[src/vact_pkg.sv]
// Purpose: Shared constants and types for the video attribute and character transfer block
// Assumes: Eight-bit processor bus, eleven-bit display memory address
// Notes: Register indexes are the low four bits of the address register
package vact_pkg;

   // ----------------------------------------
   // Register indexes
   // ----------------------------------------
   localparam logic [3:0] REG_CHIP_RESET = 4'h6;
   localparam logic [3:0] REG_TOP_SCREEN = 4'h8;
   localparam logic [3:0] REG_CURSOR_LOW = 4'h9;
   localparam logic [3:0] REG_CURSOR_HIGH = 4'hA;
   localparam logic [3:0] REG_FILL_END = 4'hB;
   localparam logic [3:0] REG_ATTRIBUTE = 4'hC;
   localparam logic [3:0] REG_CHAR_PORT = 4'hD;
   localparam logic [3:0] REG_XFER_OPT = 4'hE;

   // ----------------------------------------
   // Field positions
   // ----------------------------------------
   localparam int HI_STATUS_ROW = 7;
   localparam int HI_SCROLL_MSB = 6;
   localparam int HI_SCROLL_LSB = 3;
   localparam int HI_ADDR_MSB = 2;
   localparam int AT_KIND = 7;
   localparam int AT_CUR_SUPPRESS = 6;
   localparam int AT_CUR_UNDERLINE = 5;
   localparam int AT_WHITE_SCREEN = 4;
   localparam int AT_CHAR_BLANK = 3;
   localparam int AT_BRIGHT = 2;
   localparam int AT_UNDERLINE = 1;
   localparam int AT_REVERSE = 0;
   localparam int OPT_AUTO_INC = 7;
   localparam int CH_TAG = 7;
   localparam int CH_WIDE = 6;
   localparam int ST_DONE = 7;

   // ----------------------------------------
   // Reset values and steps
   // ----------------------------------------
   localparam logic [7:0] RST_BYTE = 8'h00;
   localparam logic [3:0] RST_ADDR_REG = 4'h0;
   localparam logic [10:0] RST_DM_ADDR = 11'h000;
   localparam logic RST_DONE = 1'b1;
   localparam logic [10:0] ADDR_STEP = 11'h001;
   localparam logic [3:0] FILL_LOW_BITS = 4'h0;

   // ----------------------------------------
   // Glyph kinds handed to the font logic
   // ----------------------------------------
   localparam logic [1:0] GLYPH_FONT = 2'h0;
   localparam logic [1:0] GLYPH_WIDE = 2'h1;
   localparam logic [1:0] GLYPH_THIN = 2'h2;

   // ----------------------------------------
   // Transfer engine states, Gray along the path
   // ----------------------------------------
   typedef enum logic [2:0] {
      ST_IDLE = 3'h0,
      ST_WRITE = 3'h1,
      ST_FILL = 3'h3,
      ST_READ = 3'h2,
      ST_READ_CAP = 3'h6
   } vact_state_t;

   // ----------------------------------------
   // Display memory request
   // ----------------------------------------
   typedef struct packed {
      logic we;
      logic re;
      logic [10:0] addr;
      logic [7:0] wdata;
   } vact_dm_req_t;

endpackage

[src/vact_top.sv]
// Purpose: Processor registers and display memory transfer engine of a video terminal controller
// Assumes: Strobes synchronous to i_sys_clk; display memory read data valid while re stands
// Notes: Transfers to display memory wait for i_blank, the retrace blanking level
// How it works
// - Status row shown when its enable bit is one, blank otherwise.
// - Cursor-high byte holds scroll offset and cursor address bits ten to eight.
// - Each stored character carries a tag bit gating shared attributes.
// - Attributes applied at display time, so one change alters every tagged character in alpha kind.
// - Cursor, screen and mode bits act regardless of the tag.
// - Alpha kind applies the four attributes only to tagged characters.
// - Graphics kind shows tagged as plain alphanumerics, untagged as graphics.
// - Bits blank, brighten, underline and reverse a tagged character.
// - Cursor suppress, underline or block cursor, and white screen select.
// - Port byte is tag in top bit plus seven-bit code.
// - Byte and kind select pick font glyph, wide or thin graphics.
// - Auto increment bit advances transfer address after each processor transfer.
// - Auto increment never moves the visible cursor.
// - Byte write stores the port character at the transfer address, loaded from the cursor.
// - Port read fetches the transfer-address character; next read returns it.
// - Armed fill turns the next port write into a fill.
// - Memory transfers happen only during retrace blanking.
// - Done clears on port access, sets when transfer or fill finishes.
// - Fill writes from cursor up to, not including, fill end; cursor kept.
module vact_top (
   // Clock and reset
   input wire logic i_sys_clk,
   input wire logic i_rst,
   // Processor bus
   input wire logic i_addr_sel,
   input wire logic i_rd_n,
   input wire logic i_wr_n,
   input wire logic [7:0] i_db,
   output logic [7:0] o_db,
   output logic o_db_oe,
   // Display memory
   input wire logic i_blank,
   input wire logic [7:0] i_dm_rdata,
   output vact_pkg::vact_dm_req_t o_dm,
   // Raster side inputs
   input wire logic [7:0] i_disp_char,
   input wire logic i_font_dot,
   input wire logic i_gfx_dot,
   input wire logic i_underline_row,
   input wire logic i_cursor_here,
   input wire logic i_status_row,
   // Raster side setup and video
   output logic [10:0] o_cursor_addr,
   output logic [3:0] o_scroll_line_offset,
   output logic o_status_row_enable,
   output logic o_display_kind_select,
   output logic o_video,
   output logic o_bright_level_output,
   output logic [1:0] o_glyph_kind
);

   // ----------------------------------------
   // Registers
   // ----------------------------------------
   logic rd_prev_ff;
   logic wr_prev_ff;
   logic [3:0] addr_ff;
   logic [7:0] cursor_low_byte_ff;
   logic [7:0] cursor_high_byte_ff;
   logic [7:0] fill_end_pointer_ff;
   logic [7:0] attribute_setup_ff;
   logic [7:0] xfer_opt_ff;
   logic [7:0] char_ff;
   logic [7:0] db_ff;
   logic done_ff;
   logic fill_armed_ff;
   logic [10:0] xfer_addr_ff;
   logic [10:0] fill_addr_ff;
   vact_pkg::vact_state_t state_ff;
   vact_pkg::vact_dm_req_t dm_ff;

   logic rd_start;
   logic wr_start;
   logic data_wr;
   logic data_rd;
   logic char_wr;
   logic char_rd;
   logic cur_lo_wr;
   logic cur_hi_wr;
   logic auto_inc;
   logic [10:0] fill_end;
   logic [10:0] new_cursor;
   logic [7:0] rd_mux;

   logic [7:0] nxt_char;
   logic [10:0] nxt_xfer;
   logic [10:0] nxt_fill;
   logic nxt_done;
   logic nxt_armed;
   logic done_set;
   vact_pkg::vact_state_t nxt_state;
   vact_pkg::vact_dm_req_t nxt_dm;

   // ----------------------------------------
   // Processor access decode
   // ----------------------------------------

   // One-cycle access events at the leading edge of each strobe
   assign rd_start = !i_rd_n && rd_prev_ff;
   assign wr_start = !i_wr_n && wr_prev_ff;
   assign data_wr = wr_start && !i_addr_sel;
   assign data_rd = rd_start && !i_addr_sel;
   assign char_wr = data_wr && (addr_ff == vact_pkg::REG_CHAR_PORT);
   assign char_rd = data_rd && (addr_ff == vact_pkg::REG_CHAR_PORT);
   assign cur_lo_wr = data_wr && (addr_ff == vact_pkg::REG_CURSOR_LOW);
   assign cur_hi_wr = data_wr && (addr_ff == vact_pkg::REG_CURSOR_HIGH);

   // Field views
   assign auto_inc = xfer_opt_ff[vact_pkg::OPT_AUTO_INC];
   assign o_cursor_addr = {cursor_high_byte_ff[vact_pkg::HI_ADDR_MSB:0], cursor_low_byte_ff};
   assign o_scroll_line_offset = cursor_high_byte_ff[vact_pkg::HI_SCROLL_MSB:vact_pkg::HI_SCROLL_LSB];
   assign o_status_row_enable = cursor_high_byte_ff[vact_pkg::HI_STATUS_ROW];
   assign o_display_kind_select = attribute_setup_ff[vact_pkg::AT_KIND];
   assign fill_end = {fill_end_pointer_ff[6:0], vact_pkg::FILL_LOW_BITS};
   assign new_cursor = cur_lo_wr ? {cursor_high_byte_ff[vact_pkg::HI_ADDR_MSB:0], i_db} :
                       {i_db[vact_pkg::HI_ADDR_MSB:0], cursor_low_byte_ff};

   // Status read or character port read, others read zero
   assign rd_mux = i_addr_sel ? {done_ff, 7'h00} :
                   (addr_ff == vact_pkg::REG_CHAR_PORT) ? char_ff : vact_pkg::RST_BYTE;
   assign o_db = db_ff;
   assign o_db_oe = !i_rd_n;
   assign o_dm = dm_ff;

   // ----------------------------------------
   // Transfer engine
   // ----------------------------------------

   // Next state, memory request, addresses and port byte
   always_comb begin
      nxt_state = state_ff;
      nxt_dm = '0;
      nxt_char = char_ff;
      nxt_xfer = xfer_addr_ff;
      nxt_fill = fill_addr_ff;
      nxt_armed = fill_armed_ff;
      done_set = 1'b0;
      unique case (state_ff)
         vact_pkg::ST_IDLE: begin
            if (char_wr) begin
               nxt_char = i_db;
               if (fill_armed_ff) begin
                  nxt_state = vact_pkg::ST_FILL;
                  nxt_fill = o_cursor_addr;
                  nxt_armed = 1'b0;
               end else begin
                  nxt_state = vact_pkg::ST_WRITE;
               end
            end else if (char_rd) begin
               nxt_state = vact_pkg::ST_READ;
            end
         end
         vact_pkg::ST_WRITE: begin
            if (i_blank) begin
               nxt_dm.we = 1'b1;
               nxt_dm.addr = xfer_addr_ff;
               nxt_dm.wdata = char_ff;
               nxt_xfer = auto_inc ? xfer_addr_ff + vact_pkg::ADDR_STEP : xfer_addr_ff;
               done_set = 1'b1;
               nxt_state = vact_pkg::ST_IDLE;
            end
         end
         vact_pkg::ST_READ: begin
            if (i_blank) begin
               nxt_dm.re = 1'b1;
               nxt_dm.addr = xfer_addr_ff;
               nxt_state = vact_pkg::ST_READ_CAP;
            end
         end
         vact_pkg::ST_READ_CAP: begin
            nxt_char = i_dm_rdata;
            nxt_xfer = auto_inc ? xfer_addr_ff + vact_pkg::ADDR_STEP : xfer_addr_ff;
            done_set = 1'b1;
            nxt_state = vact_pkg::ST_IDLE;
         end
         vact_pkg::ST_FILL: begin
            if (fill_addr_ff == fill_end) begin
               done_set = 1'b1;
               nxt_state = vact_pkg::ST_IDLE;
            end else if (i_blank) begin
               nxt_dm.we = 1'b1;
               nxt_dm.addr = fill_addr_ff;
               nxt_dm.wdata = char_ff;
               nxt_fill = fill_addr_ff + vact_pkg::ADDR_STEP;
            end
         end
         default: begin
            nxt_state = vact_pkg::ST_IDLE;
         end
      endcase
      // Cursor load resets the transfer position
      if (cur_lo_wr || cur_hi_wr) begin
         nxt_xfer = new_cursor;
      end
      // Fill end write arms the fill
      if (data_wr && (addr_ff == vact_pkg::REG_FILL_END)) begin
         nxt_armed = 1'b1;
      end
   end

   // Done flag: set wins over clear; chip reset sets it
   assign nxt_done = (done_set || (data_wr && (addr_ff == vact_pkg::REG_CHIP_RESET))) ? 1'b1 :
                     (char_wr || char_rd) ? 1'b0 : done_ff;

   // Strobe history, address register and read data
   always_ff @(posedge i_sys_clk or posedge i_rst) begin
      if (i_rst) begin
         rd_prev_ff <= 1'b1;
         wr_prev_ff <= 1'b1;
         addr_ff <= vact_pkg::RST_ADDR_REG;
         db_ff <= vact_pkg::RST_BYTE;
      end else begin
         rd_prev_ff <= i_rd_n;
         wr_prev_ff <= i_wr_n;
         if (wr_start && i_addr_sel) begin
            addr_ff <= i_db[3:0];
         end
         if (rd_start) begin
            db_ff <= rd_mux;
         end
      end
   end

   // Setup registers
   always_ff @(posedge i_sys_clk or posedge i_rst) begin
      if (i_rst) begin
         cursor_low_byte_ff <= vact_pkg::RST_BYTE;
         cursor_high_byte_ff <= vact_pkg::RST_BYTE;
         fill_end_pointer_ff <= vact_pkg::RST_BYTE;
         attribute_setup_ff <= vact_pkg::RST_BYTE;
         xfer_opt_ff <= vact_pkg::RST_BYTE;
      end else if (data_wr) begin
         if (addr_ff == vact_pkg::REG_CURSOR_LOW) cursor_low_byte_ff <= i_db;
         if (addr_ff == vact_pkg::REG_CURSOR_HIGH) cursor_high_byte_ff <= i_db;
         if (addr_ff == vact_pkg::REG_FILL_END) fill_end_pointer_ff <= i_db;
         if (addr_ff == vact_pkg::REG_ATTRIBUTE) attribute_setup_ff <= i_db;
         if (addr_ff == vact_pkg::REG_XFER_OPT) xfer_opt_ff <= i_db;
      end
   end

   // Engine registers
   always_ff @(posedge i_sys_clk or posedge i_rst) begin
      if (i_rst) begin
         state_ff <= vact_pkg::ST_IDLE;
         dm_ff <= '0;
         char_ff <= vact_pkg::RST_BYTE;
         xfer_addr_ff <= vact_pkg::RST_DM_ADDR;
         fill_addr_ff <= vact_pkg::RST_DM_ADDR;
         done_ff <= vact_pkg::RST_DONE;
         fill_armed_ff <= 1'b0;
      end else begin
         state_ff <= nxt_state;
         dm_ff <= nxt_dm;
         char_ff <= nxt_char;
         xfer_addr_ff <= nxt_xfer;
         fill_addr_ff <= nxt_fill;
         done_ff <= nxt_done;
         fill_armed_ff <= nxt_armed;
      end
   end

   // ----------------------------------------
   // Display-time dot gating
   // ----------------------------------------
   vact_pixel u_pixel (
      .i_sys_clk(i_sys_clk),
      .i_rst(i_rst),
      .i_attr(attribute_setup_ff),
      .i_status_row_enable(o_status_row_enable),
      .i_char(i_disp_char),
      .i_font_dot(i_font_dot),
      .i_gfx_dot(i_gfx_dot),
      .i_underline_row(i_underline_row),
      .i_cursor_here(i_cursor_here),
      .i_status_row(i_status_row),
      .i_blank(i_blank),
      .o_video(o_video),
      .o_bright_level_output(o_bright_level_output),
      .o_glyph_kind(o_glyph_kind)
   );

   // ----------------------------------------
   // Assertions
   // ----------------------------------------
   AST_DONE_CLEARED: assert property (@(posedge i_sys_clk) disable iff (i_rst)
      (char_wr && state_ff == vact_pkg::ST_IDLE) |=> !done_ff && state_ff != vact_pkg::ST_IDLE)
      else $error("done not cleared by port write");

   AST_MEM_IN_BLANK: assert property (@(posedge i_sys_clk) disable iff (i_rst)
      (o_dm.we || o_dm.re) |-> $past(i_blank))
      else $error("memory access outside blanking");

   AST_BYTE_STORE: assert property (@(posedge i_sys_clk) disable iff (i_rst)
      (state_ff == vact_pkg::ST_WRITE && i_blank)
      |=> o_dm.we && o_dm.addr == $past(xfer_addr_ff) && o_dm.wdata == $past(char_ff) && done_ff)
      else $error("byte store wrong");

   AST_AUTO_INC: assert property (@(posedge i_sys_clk) disable iff (i_rst)
      (state_ff == vact_pkg::ST_WRITE && i_blank && !cur_lo_wr && !cur_hi_wr)
      |=> xfer_addr_ff == $past(xfer_addr_ff) + ($past(auto_inc) ? 11'h001 : 11'h000))
      else $error("transfer address step wrong");

   AST_CURSOR_KEPT: assert property (@(posedge i_sys_clk) disable iff (i_rst)
      (state_ff != vact_pkg::ST_IDLE && !data_wr) |=> $stable(o_cursor_addr))
      else $error("cursor moved by transfer");

   AST_READ_FETCH: assert property (@(posedge i_sys_clk) disable iff (i_rst)
      (state_ff == vact_pkg::ST_READ && i_blank)
      |=> o_dm.re ##1 (char_ff == $past(i_dm_rdata) && done_ff))
      else $error("read fetch did not load port");

   AST_FILL_START: assert property (@(posedge i_sys_clk) disable iff (i_rst)
      (char_wr && fill_armed_ff && state_ff == vact_pkg::ST_IDLE)
      |=> state_ff == vact_pkg::ST_FILL && fill_addr_ff == $past(o_cursor_addr))
      else $error("armed write did not start fill");

   AST_FILL_STOP: assert property (@(posedge i_sys_clk) disable iff (i_rst)
      (state_ff == vact_pkg::ST_FILL && fill_addr_ff == fill_end)
      |=> !o_dm.we && done_ff && state_ff == vact_pkg::ST_IDLE)
      else $error("fill wrote past its end");

endmodule

[src/vact_pixel.sv]
// Purpose: Display-time attribute, mode and cursor gating of one dot
// Assumes: Font and graphics dots arrive already formed by the raster logic
// Notes: Outputs are registered, one cycle after the dot inputs
module vact_pixel (
   // Clock and reset
   input wire logic i_sys_clk,
   input wire logic i_rst,
   // Setup
   input wire logic [7:0] i_attr,
   input wire logic i_status_row_enable,
   // Current character and dot
   input wire logic [7:0] i_char,
   input wire logic i_font_dot,
   input wire logic i_gfx_dot,
   input wire logic i_underline_row,
   input wire logic i_cursor_here,
   input wire logic i_status_row,
   input wire logic i_blank,
   // Video out
   output logic o_video,
   output logic o_bright_level_output,
   output logic [1:0] o_glyph_kind
);

   logic tag;
   logic kind;
   logic attr_on;
   logic graphic;
   logic dot_raw;
   logic dot_attr;
   logic bg_level;
   logic vid_char;
   logic vid_cur;
   logic vid_final;
   logic bright;
   logic [1:0] glyph;
   logic video_ff;
   logic bright_ff;
   logic [1:0] glyph_ff;

   // Tag and mode decode
   assign tag = i_char[vact_pkg::CH_TAG];
   assign kind = i_attr[vact_pkg::AT_KIND];
   assign attr_on = !kind && tag;
   assign graphic = kind && !tag;
   assign glyph = !graphic ? vact_pkg::GLYPH_FONT :
                  i_char[vact_pkg::CH_WIDE] ? vact_pkg::GLYPH_WIDE : vact_pkg::GLYPH_THIN;

   // Character attributes from the shared setup at display time
   assign dot_raw = graphic ? i_gfx_dot : i_font_dot;
   assign dot_attr = (attr_on && i_attr[vact_pkg::AT_UNDERLINE] && i_underline_row) ||
                     (dot_raw && !(attr_on && i_attr[vact_pkg::AT_CHAR_BLANK]));
   assign bg_level = i_attr[vact_pkg::AT_WHITE_SCREEN] ^ (attr_on && i_attr[vact_pkg::AT_REVERSE]);
   assign vid_char = dot_attr ? !bg_level : bg_level;
   assign bright = attr_on && i_attr[vact_pkg::AT_BRIGHT];

   // Cursor presentation, independent of the tag
   assign vid_cur = !i_cursor_here ? vid_char :
                    i_attr[vact_pkg::AT_CUR_SUPPRESS] ? bg_level :
                    i_attr[vact_pkg::AT_CUR_UNDERLINE] ? (vid_char ^ i_underline_row) : !vid_char;

   // Blanking and disabled status row
   assign vid_final = i_blank ? 1'b0 :
                      (i_status_row && !i_status_row_enable) ? i_attr[vact_pkg::AT_WHITE_SCREEN] : vid_cur;

   // Output registers
   always_ff @(posedge i_sys_clk or posedge i_rst) begin
      if (i_rst) begin
         video_ff <= 1'b0;
         bright_ff <= 1'b0;
         glyph_ff <= vact_pkg::GLYPH_FONT;
      end else begin
         video_ff <= vid_final;
         bright_ff <= bright && !i_blank && !(i_status_row && !i_status_row_enable);
         glyph_ff <= glyph;
      end
   end

   assign o_video = video_ff;
   assign o_bright_level_output = bright_ff;
   assign o_glyph_kind = glyph_ff;

   AST_GFX_NO_BRIGHT: assert property (@(posedge i_sys_clk) disable iff (i_rst)
      graphic |=> !o_bright_level_output)
      else $error("graphics character drove the bright output");

   AST_ROW_BLANKED: assert property (@(posedge i_sys_clk) disable iff (i_rst)
      (i_status_row && !i_status_row_enable && !i_blank) |=> o_video == $past(i_attr[vact_pkg::AT_WHITE_SCREEN]))
      else $error("disabled status row not shown blank");

endmodule

[config.mk]
export PLATFORM = sky130hd
export DESIGN_NAME = vact_top
export DESIGN_NICKNAME = d
export VERILOG_FILES = /design/src/vact_pkg.sv /design/src/vact_top.sv /design/src/vact_pixel.sv
export SDC_FILE = /design/constraint.sdc
export NUM_CORES = 1
export LEC_CHECK = 0
export ABC_AREA = 1
export BUFFER_PORTS_ARGS = -buffer_cell sky130_fd_sc_hd__clkbuf_2
export CAP_MARGIN = 20
export CORE_MARGIN = 4
export CORE_UTILIZATION = 40
export CTS_BUF_LIST = sky130_fd_sc_hd__clkbuf_2
export DETAILED_ROUTE_END_ITERATION = 6
export RECOVER_POWER = 50
export SYNTH_ARGS = -nofsm -noshare
export SYNTH_HDL_FRONTEND = slang
export SYNTH_SLANG_ARGS = --single-unit
[constraint.sdc]
create_clock -name i_sys_clk -period 6.4 [get_ports i_sys_clk]
set_input_delay 0.96 -clock i_sys_clk [delete_from_list [all_inputs] [get_ports i_sys_clk]]
set_output_delay 0.96 -clock i_sys_clk [all_outputs]
set_load 0.1 [all_outputs]
Yosys cells after proc, flatten, opt, wreduce, memory -nomap -nowiden:

Index checks and enable logic that the tools add are counted.

* flip-flop bits (word level): 113
* input port bits: 35

* $add $sub $neg: 2
* equality and inequality tests: 21
* mux-type cells: 47
* bitwise operators: 2
* reduce and logical (&&, ||, !) cells: 54

Operators by type and width (count)
* $mux W11: 8
* $mux W19: 3
* $pmux W11 S2: 2
* $pmux W11 S3: 1
* $pmux W8 S2: 2
* $eq A4 B4 Y1 const B: 6
* $mux W8: 3
* $add A11 B1 Y11 const B: 2
* $logic_and A1 B1 Y1: 22
* $mux W1: 16
* $reduce_and A2 Y1: 8
* $mux W3: 5
* $ne A2 B2 Y1 const B: 7
* $mux W12: 1
* $pmux W3 S4: 1
* $eq A11 B11 Y1: 1
* $logic_not A1 Y1: 11
* $reduce_bool A2 Y1: 5
* $eq A3 B2 Y1 const B: 2
* $mux W2: 3
* $ne A3 B3 Y1 const B: 2
* $reduce_and A5 Y1: 1
* $eq A4 B3 Y1 const B: 1
* $logic_or A1 B1 Y1: 4
* 8 further kinds: 9

Depth between registers and ports, before layout:

* word-level depth: 13
* mapped depth: 12
* mapped depth without buffers: 11

Cells and area by module:

From an unflattened synthesis, not the netlist that was laid out.

* cells, all modules: 643
* area total of the unflattened synthesis: 5235.0 um^2

By module, submodules not included
* vact_top: instances 1, cells each 590, area an instance 4897.2 um^2, sequential area each 2556.2 um^2
* vact_pixel: instances 1, cells each 53, area an instance 337.8 um^2, sequential area each 100.1 um^2

Least setup slack after synthesis:

Ideal clock, no wire load.

* kind: in2reg
* start point: input port i_rd_n
* end point: register state_ff[0]
* setup time: 0.118 ns
* data arrival time: 2.541 ns
* slack: 3.742 ns
* stages on the path: 8
* cell sequence: inv_1 -> nand2_1 -> nor4_1 -> nor2_1 -> nand2_1 -> nand3_1 -> nand2_1 -> nand2_1

* longest elaborated chain between the ends: 6

Ends and longest elaborated chain
* start: declaration: line vact_top.sv:30 `input wire logic i_rd_n,`
* $logic_not A1 Y1: line vact_top.sv:103 `assign rd_start = !i_rd_n && rd_prev_ff;`
* $logic_and A1 B1 Y1: line vact_top.sv:103
* $logic_and A1 B1 Y1: line vact_top.sv:106 `assign data_rd = rd_start && !i_addr_sel;`
* $logic_and A1 B1 Y1: line vact_top.sv:108 `assign char_rd = data_rd && (addr_ff == vact_pkg::REG_CHAR_PORT);`
* $ne A3 B3 Y1 (no line)
* $reduce_and A4 Y1 (no line)
* end signal: assignment: line vact_top.sv:248 `state_ff <= vact_pkg::ST_IDLE;`
* end signal: assignment: line vact_top.sv:256 `state_ff <= nxt_state;`
* end: declaration: line vact_top.sv:73 `vact_pkg::vact_state_t state_ff;`

No other way between the ends.
A chain may end at the register's enable or synchronous reset.

Worst setup path after layout:

* start point: register attribute_setup_ff[7]
* end point: output port o_display_kind_select

RTL lines
* start: declaration: line vact_top.sv:65 `logic [7:0] attribute_setup_ff;`
* start signal: assignment: line vact_top.sv:234 `attribute_setup_ff <= vact_pkg::RST_BYTE;`
* start signal: assignment: line vact_top.sv:240 `if (addr_ff == vact_pkg::REG_ATTRIBUTE) attribute_setup_ff <= i_db;`
* end: declaration: line vact_top.sv:50 `output logic o_display_kind_select,`

No word-level cell between the ends.

==> run summary <==
* FMAX: 384 MHz
* Leak: 2.89 nW
* launch point of the worst path: attribute_setup_ff[7]
* data required time of the worst path: 5.44 ns
* Area Overhead vs Synth: 12.0%
* initial cell density of the core: 0.411
* cells after synthesis: 593
* # placed instances: 825
* Clock Root Buffer: sky130_fd_sc_hd__clkbuf_2
* critical path peak fanout: 6
* startpoint of the lowest-slack register-to-register path: wr_prev_ff
* number of global-route vias before repair: 4131
* register area share after synthesis: 0.535
* Crit Path Category: reg -> out
* setup ws final: 3.79 ns
* final non-filler cell area: 0.00556 sq mm
* final number of hold-violating endpoints: 0
* final cycle utilization of the critical path: 0.407
* launch point of the worst hold path: i_rd_n
* clock-pin transition on the worst setup and hold timing paths: 0.28 ns
* Worst Setup End Kind: output port
* largest net degree at the start of global routing: 58
* sum of net half-perimeters after detailed placement: 9.29 mm
* post-route insts no fill: 842
* area post-placement: 0.00548 sq mm
* clock period minus final worst setup slack: 2.61 ns
* top library cells by usage in the layout, fill and taps aside: 165 x sky130_fd_sc_hd__nand2_1, 103 x sky130_fd_sc_hd__dfrtp_1, 88 x sky130_fd_sc_hd__clkbuf_2
* fin util: 0.461
* number of levels in the clock H-tree: 3
* post-cts resize count: 0
* vias per std cell: 4.93
* floorplan die area: 0.0143 sq mm
* category of cells accounting for the largest share of critical-path delay: flip-flops
* register bit total from synthesis: 106
* post-CTS setup repair buffer count: 0
* Core Region: 0.0121 sq mm
* fraction of final layout cells with drive strength greater than 1: 0.174
* latest clock arrival within the worst-skew pair: 0.63 ns
* initial antenna violation count: 0
* transition at the pin with the smallest max-transition slack: 2.15 ns
* CP max stage delay: 0.52 ns
* post-detailed-routing wire length: 12.8 mm
* routed wirelength normalized by instance count: 15.2 um
* Avg Cell Area, Syn: 8.37 sq um
* Max Transition Viols Final: 51
* final weighted congestion of routability-driven global placement: 0.879
* maximum count of clock buffers along a single path: 2
* type of the tightest min-delay check: in -> reg
* TritonCTS clock tree: yes
* number of violations of the max-capacitance limit: 1
* die width: 119 um
* Buf/Inv on CP: 1
* grt total ovfl: 0
* iteration-0 DRC count of the detailed router: 270
* TritonCTS Buffers: 9
* routed via count: 4147
* number of failing setup endpoints in the final timing report: 0
* failing checks: capacitance limit, slew limit
* final layout net count: 707
* clock tree sinks: 106
* power per unit of standard cell area: 336 mW/mm^2
* overall global routing resource usage: 0.190
* Yosys Warn Count: 0
* Post-CTS Hold Buffers: 0
* number of nets still failing antenna checks after routing: 0
* total negative setup slack: 0 ns
* global-route wire length before repair: 21.3 mm
* Cell Chain, Critical Path: clkbuf_2
* vertical extent of the die: 119 um
* final setup skew: 0.0328 ns
* post-placement worst setup slack: 3.46 ns
* Worst Path Arrival: 1.65 ns
* count of buffers inserted at the top-level ports: 79
* Peak supply drop: 210 uV
* crit start category: flip-flop
* setup repair after global routing missed its margin: false
* Synth Net Count: 631
* Rel. slew slack: -0.442
* cell area after technology mapping: 0.00496 sq mm
* number of standard-cell rows in the floorplan: 40
* count of unique library cells instantiated by Yosys: 41
* count of inserted antenna diode cells: 0
* number of remaining DRC errors: 0
* most common library cell in the layout ignoring fill and taps: sky130_fd_sc_hd__nand2_1
* Slowest-stage cell, CP: sky130_fd_sc_hd__dfrtp_1
* status: finished, violations left
* total iterations of the first detailed-routing run: 4
* count of pins on the block boundary: 86
-- layer usage --
metal | vias up | wire, um | share of wire | GRT usage
met4 | 0 | 199 | 0.016 | 0.0587
met5 | - | 0 | 0 | 0
met2 | 86 | 6180 | 0.48 | 0.312
met1 | 1960 | 5810 | 0.45 | 0.253
met3 | 17 | 605 | 0.047 | 0.0413
li1 | 2084 | - | - | -
-- cell families after synthesis --
| family | share of synthesized area |
|---|---|
| DFF | 0.535 |
| xor gates and xnor gates | 0.0229 |
| adders and majority gates | 0.00757 |
| AOI/OAI and AO/OA | 0.105 |
| buffers and inverters | 0.0711 |
| and+or+nand+nor | 0.258 |
-- flip-flops by register name (all words and copies together) (netlist names) --
| signal | cells |
|---|---|
| xfer_addr_ff | 11 |
| state_ff | 3 |
| xfer_opt_ff | 1 |
| fill_addr_ff | 11 |
| o_dm | 21 |
| char_ff | 8 |
| fill_armed_ff | 1 |
| u_pixel.o_glyph_kind | 2 |
| rd_prev_ff | 1 |
| cursor_high_byte_ff | 8 |
| attribute_setup_ff | 8 |
| done_ff | 1 |
| fill_end_pointer_ff | 7 |
| addr_ff | 4 |
| cursor_low_byte_ff | 8 |
| u_pixel.o_bright_level_output | 1 |
| o_db | 8 |
| wr_prev_ff | 1 |
| u_pixel.o_video | 1 |
-- path summary, 6_finish.rpt --
| path | end | slack, ns | cells past startpoint |
|---|---|---|---|
| setup reg to reg | xfer_addr_ff[4] | 3.95 | 9 |
| max in group asynchronous | xfer_addr_ff[0] | 4.05 | 3 |
| setup / recovery | o_display_kind_select | 3.79 | 1 |
| hold / removal | rd_prev_ff | 0.38 | 1 |
| hold reg to reg | attribute_setup_ff[6] | 0.53 | 2 |
| min in group asynchronous | u_pixel.o_video | 0.81 | 2 |
-- where the power goes --
group	internal, mW	total, mW	switching, mW
Combinational	0.149	0.690	0.541
Sequential	0.791	0.898	0.107
Clock	0.0537	0.280	0.227
Total	0.993	1.87	0.875
-- per-stage QoR --
| step | hold WS [ns] | total power, mW |
|---|---|---|
| global route | 0.320 | 1.99 |
| detailed placement | 0.473 | 1.60 |
| CTS | 0.326 | 1.88 |
| floorplan | 0.453 | 1.44 |
| finish | 0.377 | 1.87 |
| global placement | 0.472 | 1.59 |
-- layout make-up --
| cell class | instances | area, sq um |
|---|---|---|
| clock buffer | 10 | 50.0 |
| clock inverter | 6 | 43.8 |
| fill | 1225 | 6500 |
| inverter | 68 | 256 |
| multi-input combinational | 403 | 1940 |
| sequential | 106 | 2660 |
| tap | 168 | 210 |
| timing repair buffer | 81 | 405 |
-- cells in the mapped netlist (all sizes together) --
master / n / area [sq um]
o311ai: 1 / 8.76
buf: 6 / 47.5
o211ai: 8 / 60.1
a21oi: 7 / 35.0
o22ai: 1 / 6.26
o21ai: 68 / 355
a41oi: 1 / 8.76
or2: 2 / 12.5
o21bai: 1 / 7.51
nor2: 41 / 166
nand2: 169 / 652
a31oi: 4 / 25.0
inv: 68 / 255
nand4: 7 / 43.8
dfrtp: 103 / 2580
xnor2: 2 / 17.5
nand3b: 1 / 7.51
nor3: 10 / 55.1
xor2: 11 / 96.3
a31o: 1 / 8.76
ha: 3 / 37.5
nor4: 2 / 18.8
dfstp: 3 / 78.8
clkbuf: 10 / 50.1
nand3: 62 / 323
a211oi: 1 / 7.51
(Power assumes the default switching activity.)
